File: src/verilog/pdio_pkg.sv
`default_nettype none
package pdio_pkg;
    // Bus geometry
    localparam int ADDR_W = 6;
    localparam int DATA_W = 32;
    localparam int BE_W = 4;

    // Port geometry
    localparam int GROUP_W = 8;
    localparam int NUM_GROUPS = 3;
    localparam int BIDIR_W = 24;
    localparam int WORD_W = 16;
    localparam int NUM_IRQ = 4;
    localparam int IRQ_LSB = 16;

    // Register byte offsets
    localparam logic [5:0] OFF_RUN = 6'h00;
    localparam logic [5:0] OFF_DIR = 6'h04;
    localparam logic [5:0] OFF_BIDIR = 6'h08;
    localparam logic [5:0] OFF_OWORD = 6'h0c;
    localparam logic [5:0] OFF_IWORD = 6'h10;
    localparam logic [5:0] OFF_IRQ_POL = 6'h14;
    localparam logic [5:0] OFF_IRQ_STAT = 6'h18;
    localparam logic [5:0] OFF_IRQ_CLR = 6'h1c;
    localparam logic [5:0] OFF_IRQ_EN = 6'h20;

    // Field positions
    localparam int RUN_BIT = 0;

    // Reset values
    localparam logic RST_RUN = 1'h0;
    localparam logic [2:0] RST_DIR = 3'h0;
    localparam logic [23:0] RST_LATCH = 24'h000000;
    localparam logic [15:0] RST_OWORD = 16'h0000;
    localparam logic [3:0] RST_IRQ_POL = 4'h0;
    localparam logic [3:0] RST_IRQ_EN = 4'h0;
    localparam logic [3:0] RST_IRQ_STAT = 4'h0;

    // One bus request as seen by the slave
    typedef struct packed {
        logic read;
        logic write;
        logic [5:0] address;
        logic [31:0] writedata;
        logic [3:0] byteenable;
    } pdio_bus_req_t;

    // Interrupt set-up handed to the interrupt unit
    typedef struct packed {
        logic [3:0] pol;
        logic [3:0] en;
    } pdio_irq_cfg_t;
endpackage : pdio_pkg
`default_nettype wire

File: src/verilog/pdio_sync.sv
`timescale 1ns/10ps
`default_nettype none
module pdio_sync #(
    parameter int W = 8
) (
    input wire logic ref_clk,
    input wire logic reset,
    input wire logic [W-1:0] async_in,
    output logic [W-1:0] sync_out
);
    logic [W-1:0] meta_r;
    logic [W-1:0] sync_r;

    // Two stages; only the second stage is ever read
    always_ff @(posedge ref_clk)
    begin
        if (reset)
        begin
            meta_r <= '0;
            sync_r <= '0;
        end
        else
        begin
            meta_r <= async_in;
            sync_r <= meta_r;
        end
    end

    assign sync_out = sync_r;
endmodule : pdio_sync
`default_nettype wire

File: src/verilog/pdio_irq.sv
`timescale 1ns/10ps
`default_nettype none
module pdio_irq (
    input wire logic ref_clk,
    input wire logic reset,
    input wire logic [3:0] src,
    input wire logic run,
    input wire pdio_pkg::pdio_irq_cfg_t cfg,
    input wire logic [3:0] clr,
    output logic [3:0] status,
    output logic irq
);
    logic [3:0] level;
    logic [3:0] status_r;
    logic [3:0] status_nxt;
    logic irq_r;
    logic irq_nxt;

    // Polarity first, then an active-high level; a live level beats a clear
    always_comb
    begin
        level = (src ^ cfg.pol) & {4{run}};
        status_nxt = level | (status_r & ~clr);
        irq_nxt = |(status_nxt & cfg.en);
    end

    always_ff @(posedge ref_clk)
    begin
        if (reset)
        begin
            status_r <= pdio_pkg::RST_IRQ_STAT;
            irq_r <= 1'b0;
        end
        else
        begin
            status_r <= status_nxt;
            irq_r <= irq_nxt;
        end
    end

    assign status = status_r;
    assign irq = irq_r;

    property p_level_sets;
        @(posedge ref_clk) disable iff (reset)
        (run && ((src[0] ^ cfg.pol[0]) == 1'b1)) |=> status_r[0];
    endproperty
    a_level_sets: assert property (p_level_sets)
        else $error("active source level did not set status");

    property p_irq_follows;
        @(posedge ref_clk) disable iff (reset)
        ##1 (irq_r == |(status_r & $past(cfg.en)));
    endproperty
    a_irq_follows: assert property (p_irq_follows)
        else $error("interrupt output disagrees with enabled status");

    property p_sticky;
        @(posedge ref_clk) disable iff (reset)
        (status_r[1] && !clr[1]) |=> status_r[1];
    endproperty
    a_sticky: assert property (p_sticky)
        else $error("status bit dropped without a clear");
endmodule : pdio_irq
`default_nettype wire

File: src/verilog/pdio_top.sv
`timescale 1ns/10ps
`default_nettype none
module pdio_top #(
    parameter bit FULL_BUILD = 1'b1
) (
    input wire logic ref_clk,
    input wire logic reset,
    input wire logic [5:0] avs_address,
    input wire logic avs_read,
    input wire logic avs_write,
    input wire logic [31:0] avs_writedata,
    input wire logic [3:0] avs_byteenable,
    output logic [31:0] avs_readdata,
    output logic avs_waitrequest,
    input wire logic [23:0] bidir_connector_in,
    output logic [23:0] bidir_connector_out,
    output logic [23:0] bidir_connector_oe_n,
    input wire logic [15:0] input_word_port,
    output logic [15:0] output_word_connector,
    output logic irq
);
    pdio_pkg::pdio_bus_req_t req;
    logic take;
    logic fire_wr;
    logic [23:0] bidir_sync;
    logic [15:0] iword_sync;
    logic [23:0] bidir_view;
    logic [15:0] iword_view;
    logic [3:0] irq_status;
    logic [3:0] irq_clr;
    pdio_pkg::pdio_irq_cfg_t irq_cfg;

    logic run_r;
    logic run_nxt;
    logic [2:0] dir_r;
    logic [2:0] dir_nxt;
    logic [23:0] latch_r;
    logic [23:0] latch_nxt;
    logic [15:0] oword_r;
    logic [15:0] oword_nxt;
    logic [15:0] opin_r;
    logic [15:0] opin_nxt;
    logic [23:0] oe_n_r;
    logic [23:0] oe_n_nxt;
    logic [3:0] pol_r;
    logic [3:0] pol_nxt;
    logic [3:0] ien_r;
    logic [3:0] ien_nxt;
    logic [31:0] rdata_r;
    logic [31:0] rdata_nxt;
    logic wait_r;
    logic wait_nxt;

    // Word decode shared by the write and read paths
    function automatic logic hit(input logic [5:0] addr, input logic [5:0] off);
        hit = (addr[5:2] == off[5:2]);
    endfunction : hit

    // Bundle the bus request
    assign req.read = avs_read;
    assign req.write = avs_write;
    assign req.address = avs_address;
    assign req.writedata = avs_writedata;
    assign req.byteenable = avs_byteenable;
    assign take = (req.read || req.write) && wait_r;
    assign fire_wr = req.write && !wait_r;

    // Field pins are asynchronous to ref_clk
    pdio_sync #(
        .W(pdio_pkg::BIDIR_W)
    ) u_sync_bidir (
        .ref_clk(ref_clk),
        .reset(reset),
        .async_in(bidir_connector_in),
        .sync_out(bidir_sync)
    );

    pdio_sync #(
        .W(pdio_pkg::WORD_W)
    ) u_sync_iword (
        .ref_clk(ref_clk),
        .reset(reset),
        .async_in(input_word_port),
        .sync_out(iword_sync)
    );

    // Per-group read view: zero while stopped, else latch when output, pins when input
    genvar g;
    generate
        for (g = 0; g < pdio_pkg::NUM_GROUPS; g++)
        begin : g_grp
            assign bidir_view[g*8 +: 8] = !run_r ? 8'h00 :
                dir_r[g] ? latch_r[g*8 +: 8] : bidir_sync[g*8 +: 8];
        end
        if (FULL_BUILD)
        begin : g_full
            assign iword_view = run_r ? iword_sync : 16'h0000;
        end
        else
        begin : g_reduced
            assign iword_view = 16'h0000;
        end
    endgenerate

    // Register writes; data latches stay frozen while the port is stopped
    always_comb
    begin
        run_nxt = run_r;
        dir_nxt = dir_r;
        latch_nxt = latch_r;
        oword_nxt = oword_r;
        pol_nxt = pol_r;
        ien_nxt = ien_r;
        irq_clr = 4'h0;
        if (fire_wr)
        begin
            if (hit(req.address, pdio_pkg::OFF_RUN) && req.byteenable[0])
            begin
                run_nxt = req.writedata[pdio_pkg::RUN_BIT];
            end
            if (hit(req.address, pdio_pkg::OFF_DIR) && req.byteenable[0])
            begin
                dir_nxt = req.writedata[2:0];
            end
            if (hit(req.address, pdio_pkg::OFF_BIDIR) && run_r)
            begin
                for (int i = 0; i < pdio_pkg::NUM_GROUPS; i++)
                begin
                    if (req.byteenable[i])
                    begin
                        latch_nxt[i*8 +: 8] = req.writedata[i*8 +: 8];
                    end
                end
            end
            if (hit(req.address, pdio_pkg::OFF_OWORD) && run_r && FULL_BUILD)
            begin
                for (int i = 0; i < 2; i++)
                begin
                    if (req.byteenable[i])
                    begin
                        oword_nxt[i*8 +: 8] = req.writedata[i*8 +: 8];
                    end
                end
            end
            if (hit(req.address, pdio_pkg::OFF_IRQ_POL) && req.byteenable[0])
            begin
                pol_nxt = req.writedata[3:0];
            end
            if (hit(req.address, pdio_pkg::OFF_IRQ_EN) && req.byteenable[0])
            begin
                ien_nxt = req.writedata[3:0];
            end
            if (hit(req.address, pdio_pkg::OFF_IRQ_CLR) && req.byteenable[0])
            begin
                irq_clr = req.writedata[3:0];
            end
        end
    end

    // Pin drivers; one flop of lag keeps every output registered
    always_comb
    begin
        for (int i = 0; i < pdio_pkg::NUM_GROUPS; i++)
        begin
            oe_n_nxt[i*8 +: 8] = {8{!(run_r && dir_r[i])}};
        end
        opin_nxt = (run_r && FULL_BUILD) ? oword_r : 16'h0000;
    end

    // Read mux and one-wait-state handshake; unmapped reads give zero
    always_comb
    begin
        rdata_nxt = rdata_r;
        wait_nxt = !take;
        if (take && req.read)
        begin
            rdata_nxt = 32'h00000000;
            if (hit(req.address, pdio_pkg::OFF_RUN))
            begin
                rdata_nxt[0] = run_r;
            end
            if (hit(req.address, pdio_pkg::OFF_DIR))
            begin
                rdata_nxt[2:0] = dir_r;
            end
            if (hit(req.address, pdio_pkg::OFF_BIDIR))
            begin
                rdata_nxt[23:0] = bidir_view;
            end
            if (hit(req.address, pdio_pkg::OFF_OWORD))
            begin
                rdata_nxt[15:0] = oword_r;
            end
            if (hit(req.address, pdio_pkg::OFF_IWORD))
            begin
                rdata_nxt[15:0] = iword_view;
            end
            if (hit(req.address, pdio_pkg::OFF_IRQ_POL))
            begin
                rdata_nxt[3:0] = pol_r;
            end
            if (hit(req.address, pdio_pkg::OFF_IRQ_STAT))
            begin
                rdata_nxt[3:0] = irq_status;
            end
            if (hit(req.address, pdio_pkg::OFF_IRQ_EN))
            begin
                rdata_nxt[3:0] = ien_r;
            end
        end
    end

    // State registers; all groups come up stopped and as inputs
    always_ff @(posedge ref_clk)
    begin
        if (reset)
        begin
            run_r <= pdio_pkg::RST_RUN;
            dir_r <= pdio_pkg::RST_DIR;
            latch_r <= pdio_pkg::RST_LATCH;
            oword_r <= pdio_pkg::RST_OWORD;
            opin_r <= pdio_pkg::RST_OWORD;
            oe_n_r <= 24'hffffff;
            pol_r <= pdio_pkg::RST_IRQ_POL;
            ien_r <= pdio_pkg::RST_IRQ_EN;
            rdata_r <= 32'h00000000;
            wait_r <= 1'b1;
        end
        else
        begin
            run_r <= run_nxt;
            dir_r <= dir_nxt;
            latch_r <= latch_nxt;
            oword_r <= oword_nxt;
            opin_r <= opin_nxt;
            oe_n_r <= oe_n_nxt;
            pol_r <= pol_nxt;
            ien_r <= ien_nxt;
            rdata_r <= rdata_nxt;
            wait_r <= wait_nxt;
        end
    end

    // Group C low nibble feeds the interrupt unit
    assign irq_cfg.pol = pol_r;
    assign irq_cfg.en = ien_r;

    pdio_irq u_irq (
        .ref_clk(ref_clk),
        .reset(reset),
        .src(bidir_sync[pdio_pkg::IRQ_LSB +: pdio_pkg::NUM_IRQ]),
        .run(run_r),
        .cfg(irq_cfg),
        .clr(irq_clr),
        .status(irq_status),
        .irq(irq)
    );

    assign avs_readdata = rdata_r;
    assign avs_waitrequest = wait_r;
    assign bidir_connector_out = latch_r;
    assign bidir_connector_oe_n = oe_n_r;
    assign output_word_connector = opin_r;

    property p_dir_reset;
        @(posedge ref_clk) reset |=> (dir_r == 3'h0) && (oe_n_r == 24'hffffff);
    endproperty
    a_dir_reset: assert property (p_dir_reset)
        else $error("groups not input after reset");

    property p_run_reset;
        @(posedge ref_clk) reset |=> !run_r ##1 (output_word_connector == 16'h0000);
    endproperty
    a_run_reset: assert property (p_run_reset)
        else $error("port not stopped after reset");

    property p_oword_reset;
        @(posedge ref_clk) reset |=> (oword_r == 16'h0000);
    endproperty
    a_oword_reset: assert property (p_oword_reset)
        else $error("output word latch not cleared");

    property p_dir_write;
        @(posedge ref_clk) disable iff (reset)
        (fire_wr && hit(req.address, pdio_pkg::OFF_DIR) && req.byteenable[0])
        |=> (dir_r == $past(req.writedata[2:0]));
    endproperty
    a_dir_write: assert property (p_dir_write)
        else $error("direction write not applied");

    property p_drive;
        @(posedge ref_clk) disable iff (reset)
        ##1 (oe_n_r[23:16] == {8{!($past(run_r) && $past(dir_r[2]))}});
    endproperty
    a_drive: assert property (p_drive)
        else $error("group C driven out of turn");

    property p_read_latch;
        @(posedge ref_clk) disable iff (reset)
        (take && req.read && hit(req.address, pdio_pkg::OFF_BIDIR) && run_r && dir_r[0])
        |=> !avs_waitrequest && (avs_readdata[7:0] == $past(latch_r[7:0]));
    endproperty
    a_read_latch: assert property (p_read_latch)
        else $error("output group did not read back its latch");

    property p_reduced;
        @(posedge ref_clk) disable iff (reset)
        !FULL_BUILD |-> (output_word_connector == 16'h0000);
    endproperty
    a_reduced: assert property (p_reduced)
        else $error("reduced build drives output word");

    property p_full_in;
        @(posedge ref_clk) disable iff (reset)
        (FULL_BUILD && take && req.read && hit(req.address, pdio_pkg::OFF_IWORD) && run_r)
        |=> (avs_readdata[15:0] == $past(iword_sync));
    endproperty
    a_full_in: assert property (p_full_in)
        else $error("input word read mismatch");
endmodule : pdio_top
`default_nettype wire

File: config.mk
export PLATFORM = sky130hd
export DESIGN_NAME = pdio_top
export DESIGN_NICKNAME = d
export VERILOG_FILES = /design/src/verilog/pdio_pkg.sv /design/src/verilog/pdio_sync.sv /design/src/verilog/pdio_irq.sv /design/src/verilog/pdio_top.sv
export SDC_FILE = /design/constraint.sdc
export NUM_CORES = 1
export LEC_CHECK = 0
export BUFFER_PORTS_ARGS = -buffer_cell sky130_fd_sc_hd__buf_2
export CAP_MARGIN = 20
export CORE_MARGIN = 1
export CORE_UTILIZATION = 52
export DETAILED_ROUTE_END_ITERATION = 8
export HOLD_SLACK_MARGIN = 0.15
export PLACE_DENSITY_LB_ADDON = 0.12
export SKIP_LAST_GASP = 1
export SYNTH_ARGS = -nofsm -noshare
export SYNTH_HDL_FRONTEND = slang
export SYNTH_HIERARCHICAL = 1
export SYNTH_SLANG_ARGS = --single-unit
File: constraint.sdc
create_clock -name ref_clk -period 2.6 [get_ports ref_clk]
set_input_delay 0.13 -clock ref_clk [delete_from_list [all_inputs] [get_ports ref_clk]]
set_output_delay 0.13 -clock ref_clk [all_outputs]
set_load 0.005 [all_outputs]
=== After elaboration in Yosys (flattened, before gate mapping) ===
Index checks and enable logic that the tools add are counted.

* Register bits: 195
* Input bits: 86
* Output and inout bits: 98
* Logic and storage cells: 82

* Equal/unequal tests: 8
* Multiplexer cells: 17
* Bitwise logic cells: 7
* Reductions and logical operators: 31

{| class="wikitable"
|+ Operator list
! kind !! number
|-
| $mux 16 || 3
|-
| $mux 8 || 6
|-
| $mux 24 || 1
|-
| $mux 4 || 5
|-
| $eq 4x3->1 const B || 4
|-
| $reduce_and 3->1 || 5
|-
| $logic_and 1x1->1 || 13
|-
| $and 4x4->4 || 3
|-
| $eq 4x2->1 const B || 2
|-
| $reduce_and 2->1 || 4
|-
| $logic_not 1->1 || 5
|-
| $eq 4x1->1 const B || 1
|-
| $eq 4x4->1 const B || 1
|-
| $logic_not 4->1 || 1
|-
| $not 4->4 || 1
|-
| $or 4x4->4 || 1
|-
| $reduce_or 4->1 || 1
|-
| $xor 4x4->4 || 1
|-
| $mux 3 || 1
|-
| $reduce_or 2->1 || 1
|-
| $logic_or 1x1->1 || 1
|-
| $mux 1 || 1
|-
| $not 1->1 || 1
|}

=== Logic depth before layout (Yosys ltp) ===
* Depth after elaboration: 9
* Depth in mapped cells: 8
* Gate-level depth less buffers: 7

=== Cells and area by module ===
The synthesis kept the hierarchy.

{| class="wikitable"
|+ By module, submodules not included
! module !! times used !! cells an instance !! area an instance (µm²) !! seq. area each (µm²)
|-
| pdio_top || 1 || 462 || 4342.9 || 1921.8
|-
| pdio_sync (u_sync_bidir) || 1 || 101 || 1305.0 || 960.9
|-
| pdio_sync (u_sync_iword) || 1 || 67 || 863.3 || 640.6
|-
| pdio_irq || 1 || 28 || 241.5 || 100.1
|}

=== Worst setup path before layout ===
OpenSTA, ideal clock, no wires.

* Path kind: register to register
* Start point: reg wait_r, in the netlist avs_waitrequest
* End point: reg u_irq.irq_r, in the netlist u_irq/irq
* Library setup time: 0.122 ns
* Arrival time: 1.683 ns
* Data required time: 2.478 ns
* Setup slack: 0.795 ns
* Stages on the path, launching flop included: 8
* Buffers on the path: 0
* Period minus slack after synthesis: 1.805 ns
* Cell sequence: dfxtp_1 nand3b_2 nor3_1 and2_1 nand2b_1 o22a_1 a31oi_1 a221o_1

* Longest elaborated chain between the ends: 8

{| class="wikitable"
|+ RTL lines
! what !! RTL line !! source
|-
| start, declared || pdio_top.sv:51 || <nowiki>logic wait_r;</nowiki>
|-
| start signal, assigned || pdio_top.sv:240 || <nowiki>wait_r <= wait_nxt;</nowiki>
|-
| $logic_not 1->1 || pdio_top.sv:66 || <nowiki>assign fire_wr = req.write && !wait_r;</nowiki>
|-
| $logic_and 1x1->1 || pdio_top.sv:66 ||
|-
| $mux 4 || pdio_top.sv:115 || <nowiki>if (fire_wr)</nowiki>
|-
| named net irq_clr[3] || pdio_top.sv:30 || <nowiki>logic [3:0] irq_clr;</nowiki>
|-
| $not 4->4 || pdio_irq.sv:23 || <nowiki>status_nxt = level | (status_r & ~clr);</nowiki>
|-
| $and 4x4->4 || pdio_irq.sv:23 ||
|-
| $or 4x4->4 || pdio_irq.sv:23 ||
|-
| $and 4x4->4 || pdio_irq.sv:24 || <nowiki>irq_nxt = |(status_nxt & cfg.en);</nowiki>
|-
| $reduce_or 4->1 || pdio_irq.sv:24 ||
|-
| end signal, assigned || pdio_irq.sv:37 || <nowiki>irq_r <= irq_nxt;</nowiki>
|-
| end, declared || pdio_irq.sv:16 || <nowiki>logic irq_r;</nowiki>
|}

The timed path passes the listed nets, and every way through them passes these cells.
A chain may end at the register's enable or synchronous reset.

=== Worst setup path after layout ===
* Start point: reg run_r
* End point: reg oword_r[15]

* Longest elaborated chain between the ends: 2

{| class="wikitable"
|+ RTL lines
! what !! RTL line !! source
|-
| start, declared || pdio_top.sv:33 || <nowiki>logic run_r;</nowiki>
|-
| start signal, assigned || pdio_top.sv:218 || <nowiki>run_r <= pdio_pkg::RST_RUN;</nowiki>
|-
| start signal, assigned || pdio_top.sv:231 || <nowiki>run_r <= run_nxt;</nowiki>
|-
| $logic_and 1x1->1 || pdio_top.sv:135 || <nowiki>if (hit(req.address, pdio_pkg::OFF_OWORD) && run_r && FULL_BUILD)</nowiki>
|-
| $reduce_and 3->1 (no source line) || -- ||
|-
| end signal, assigned || pdio_top.sv:221 || <nowiki>oword_r <= pdio_pkg::RST_OWORD;</nowiki>
|-
| end signal, assigned || pdio_top.sv:234 || <nowiki>oword_r <= oword_nxt;</nowiki>
|-
| end, declared || pdio_top.sv:39 || <nowiki>logic [15:0] oword_r;</nowiki>
|}

Every way passes these cells.

==> metrics.md <==
| Metric | Value |
|---|---|
| Max-slew headroom | between 40 and 50% |
| Result of the run | complete, no violations |
| Final-layout setup total negative slack | 0 ns |
| Die Width | ~120 µm |
| Post-Synthesis Cell Area | 0.006753 mm² |
| Fraction of the yosys area taken by sequential cells | 53.66% |
| Total power of the final layout | 5.644 mW |
| Cell Rows | 41 |
| Smallest setup slack after layout | 0.2781 ns |
| CTS Buffer Depth | 2 |
| Share of synthesized cell area in and, or, nand and nor gates | 18.71% |
| Vias after detailed routing | 5194 |
| Routed WL per cell | roughly 16 µm |
| Cell with the largest stage delay on the worst path | dlygate4sd3_1 |
| Post-route fraction of the period consumed by the critical path | between 80% and 90% |
| Area of the core region | around 0.013 mm² |
| CTS HTree Levels | 4 |
| Critical setup path kind | flop to flop |
| Filler Cell Count | 1000 |
| Average vias per placed instance | 4.999 |
| Number of sinks driven by the clock tree | roughly 180 |
| Average size of a mapped cell | 10.26 µm² |
| Synthesis warning total | 6 |
| Top cell type by total area after synthesis | dfxtp_1 |
| Standby leakage power | 3.624 nW |
| Total die area | 0.01345 mm² |
| Share of synthesized cell area in full adder, half adder and majority cells | 0% |
| Worst slew pin tran | 0.8203 ns |
| Number of input and output port buffers inserted | between 150 and 200 |
| Count of maximum capacitance violations | 0 |
| GRT Resource Usage Total | 24.29% |
| Total gr overflow | 0 |
| Sequence of cells on the critical path | buf_4, nand3_1, nor3_4, mux2i_1, nor2_1, dlygate4sd3_1 |
| # nets final | 940 |
| Buffers inserted by post-CTS timing repair | 0 |
| Antenna violations before repair | 0 |
| Xor and xnor area share after synthesis | 0.5188% |
| Peak per-stage delay on the critical path | 0.56 ns |
| Drt first-iter violations | 261 |
| Routed Antenna Nets | 0 |
| Gate count after technology mapping | 658 |
| Crit path time final | 2.322 ns |
| Distinct cell type count of the synthesized netlist | between 50 and 60 |
| Number of design rule violations left after detail routing | 0 |
| Number of detailed-route iterations in the first pass | 5 |
| Startpoint of the worst register-to-register path | run_r |
| Mux share of post-synthesis cell area | 11.25% |
| Biggest area contributors in the synthesized netlist | dfxtp_1, mux2i_1, nor2b_1, buf_4, nor2_1 |
| Compound-cell area share of the yosys netlist | 9.450% |
| Most common library cell in the layout ignoring fill and taps | dfxtp_1 |
| Peak ir drop on the vdd network | 0.5095 mV |
| Post-CTS resize count | 0 |
| Pre-CTS setup slack | 0.5903 ns |
| Data arrival time of the critical path | 2.63 ns |
| Share of post-route cells with drive strength above 1 | 26.18% |
| CTS tree | done |
| Insertion delay to the later sink of the worst-skew pair | 0.42 ns |
| Kind of launch point of the worst setup path | flop |
| Maximum operating frequency | 0.4307 GHz |
| Effective utilization at floorplan | 53.51% |
| P&R area growth vs syn | 28.85% |
| Overall die height | between 100 and 150 µm |
| Wire length of the first global-routing pass | 24210 µm |
| Setup violation total in the final timing report | 0 |
| Antenna fix cells | 0 |
| Worst setup startpoint | run_r |
| Crit path capture type | flop |
| Final weighted congestion in routability-driven placement | 0.8536 |
| Boundary pin count | 184 |
| RSZ-0062 raised after global routing | false |
| Maximum clock skew at final layout | 0.01315 ns |
| Hold WC Path Type | primary input to flop |
| Worst-path clk slew | 0.07 ns |
| Worst endpoint required time | 2.91 ns |
| Flip-flop cell with the highest count after synthesis | dfxtp_1 |
| Number of pins with negative max-slew slack in the final report | 0 |
| Maximum number of pins on one net before global-route repair | around 110 |
| HPWL Detailed | 10750 µm |
| Top-area cell type share of the netlist area | 53.66% |
| Commonest cells after routing, fill and taps aside | dfxtp_1, buf_2, nor2b_1 |
| Wire length reported by the detailed router | 16220 µm |
| CP max FO | 29 |
| Flops & latches, synth | around 180 |
| CTS Hold Buffers Added | 68 |
| Vias in the first global route | 4600 |
| Number of enable flip-flop cells after synthesis | 0 |
| CTS Buf Count | 17 |
| Total power per unit cell area | 648.7 mW/mm² |
| Final count of hold timing violations | 0 |
| Hold Crit Start | avs_address[2] |
| Fraction of synthesis flops using an asynchronous set or reset pin | 0% |
| Dominant combinational cell family by area after synthesis | simple AND/OR/NAND/NOR gates |
| Root cell of the clock tree | clkbuf_16 |
## through the flow
step	utilization [%]	hold slack (ns)	cells	instance area (µm²)
floorplan	-	0.1991	665	6779
global placement	59.17	0.3370	939	7467
detailed placement	59.17	0.3417	939	7467
CTS	68.95	0.2833	1039	8701
global route	68.95	0.3271	1039	8701
finish	68.95	0.3084	1039	8701
## report_power, final
part	internal, mW	leakage (nW)	switching, mW
Clock	1.35	0.269	1.04
Combinational	0.192	1.88	0.188
Sequential	2.85	1.48	0.0266
## path summary, 6_finish.rpt
kind	end	slack, ns	depth (start not counted)
max	oword_r[15]	0.28	6
min	avs_readdata[3]	0.31	3
min reg2reg	u_sync_bidir/sync_out[20]	0.44	1
max reg2reg	oword_r[15]	0.28	6
## state kept, by name (all words and copies together) (netlist names), 16 cells and up
| register | count |
|---|---|
| avs_readdata | 24 |
| bidir_connector_out | 24 |
| u_sync_bidir/meta_r | 24 |
| u_sync_bidir/sync_out | 24 |
| output_word_connector | 16 |
| oword_r | 16 |
| u_sync_iword/meta_r | 16 |
| u_sync_iword/sync_out | 16 |
## area by class of cell
type                       count  area (µm²)  area share (%)
sequential                   181        3623           41.65
multi-input combinational    412        2733           31.41
timing repair buffer         238        1562           17.95
clock buffer                  21       450.4           5.177
tap                          172       215.2           2.473
clock inverter                11       102.6           1.179
inverter                       4       15.01          0.1726
## synth_stat cells, types with 2 or more instances
cell and n:
a211o_1 2, a21oi_1 43, a22o_1 2, a22oi_1 12, a31oi_1 5, and2_1 5, and3_1 16, buf_2 7
buf_4 32, buf_6 4, clkbuf_1 24, dfxtp_1 181, inv_1 4, mux2_2 15, mux2i_1 59, nand2_1 13
nand2b_1 5, nand3_1 4, nand3b_1 3, nor2_1 62, nor2_2 2, nor2b_1 83, nor3_1 4, nor3_2 2
nor3_4 5, nor4_1 9, o211ai_1 3, o21a_1 3, o21ai_0 21, o221ai_1 2, o22ai_1 2, or3_1 2
xor2_1 4
## worst max-delay path: cells and delay by family, from the launching register on
family	cells	cell delay [ns]
buffers and inverters	2	0.84
DFF	1	0.33
muxes	1	0.24
and+or+nand+nor	3	0.80
## cell families (layout without fill, tap and decap cells)
kind of cell	Yosys count	after routing
xor+xnor	4	4
buf+inv	72	274
other cells	1	8
compound gates	105	105
flops	181	181
simple gates	221	221
mux	74	74
## layer usage
layer | share of wire, % | global-route usage [%] | vias to the layer above
li1 | - | - | 2603
met1 | 48 | 34.51 | 2373
met2 | 43 | 35.32 | 191
met3 | 6.3 | 5.753 | 27
met4 | 2.2 | 10.09 | 0
met5 | 0 | 0 | -
Note: power is estimated with default switching activity, not from simulation.
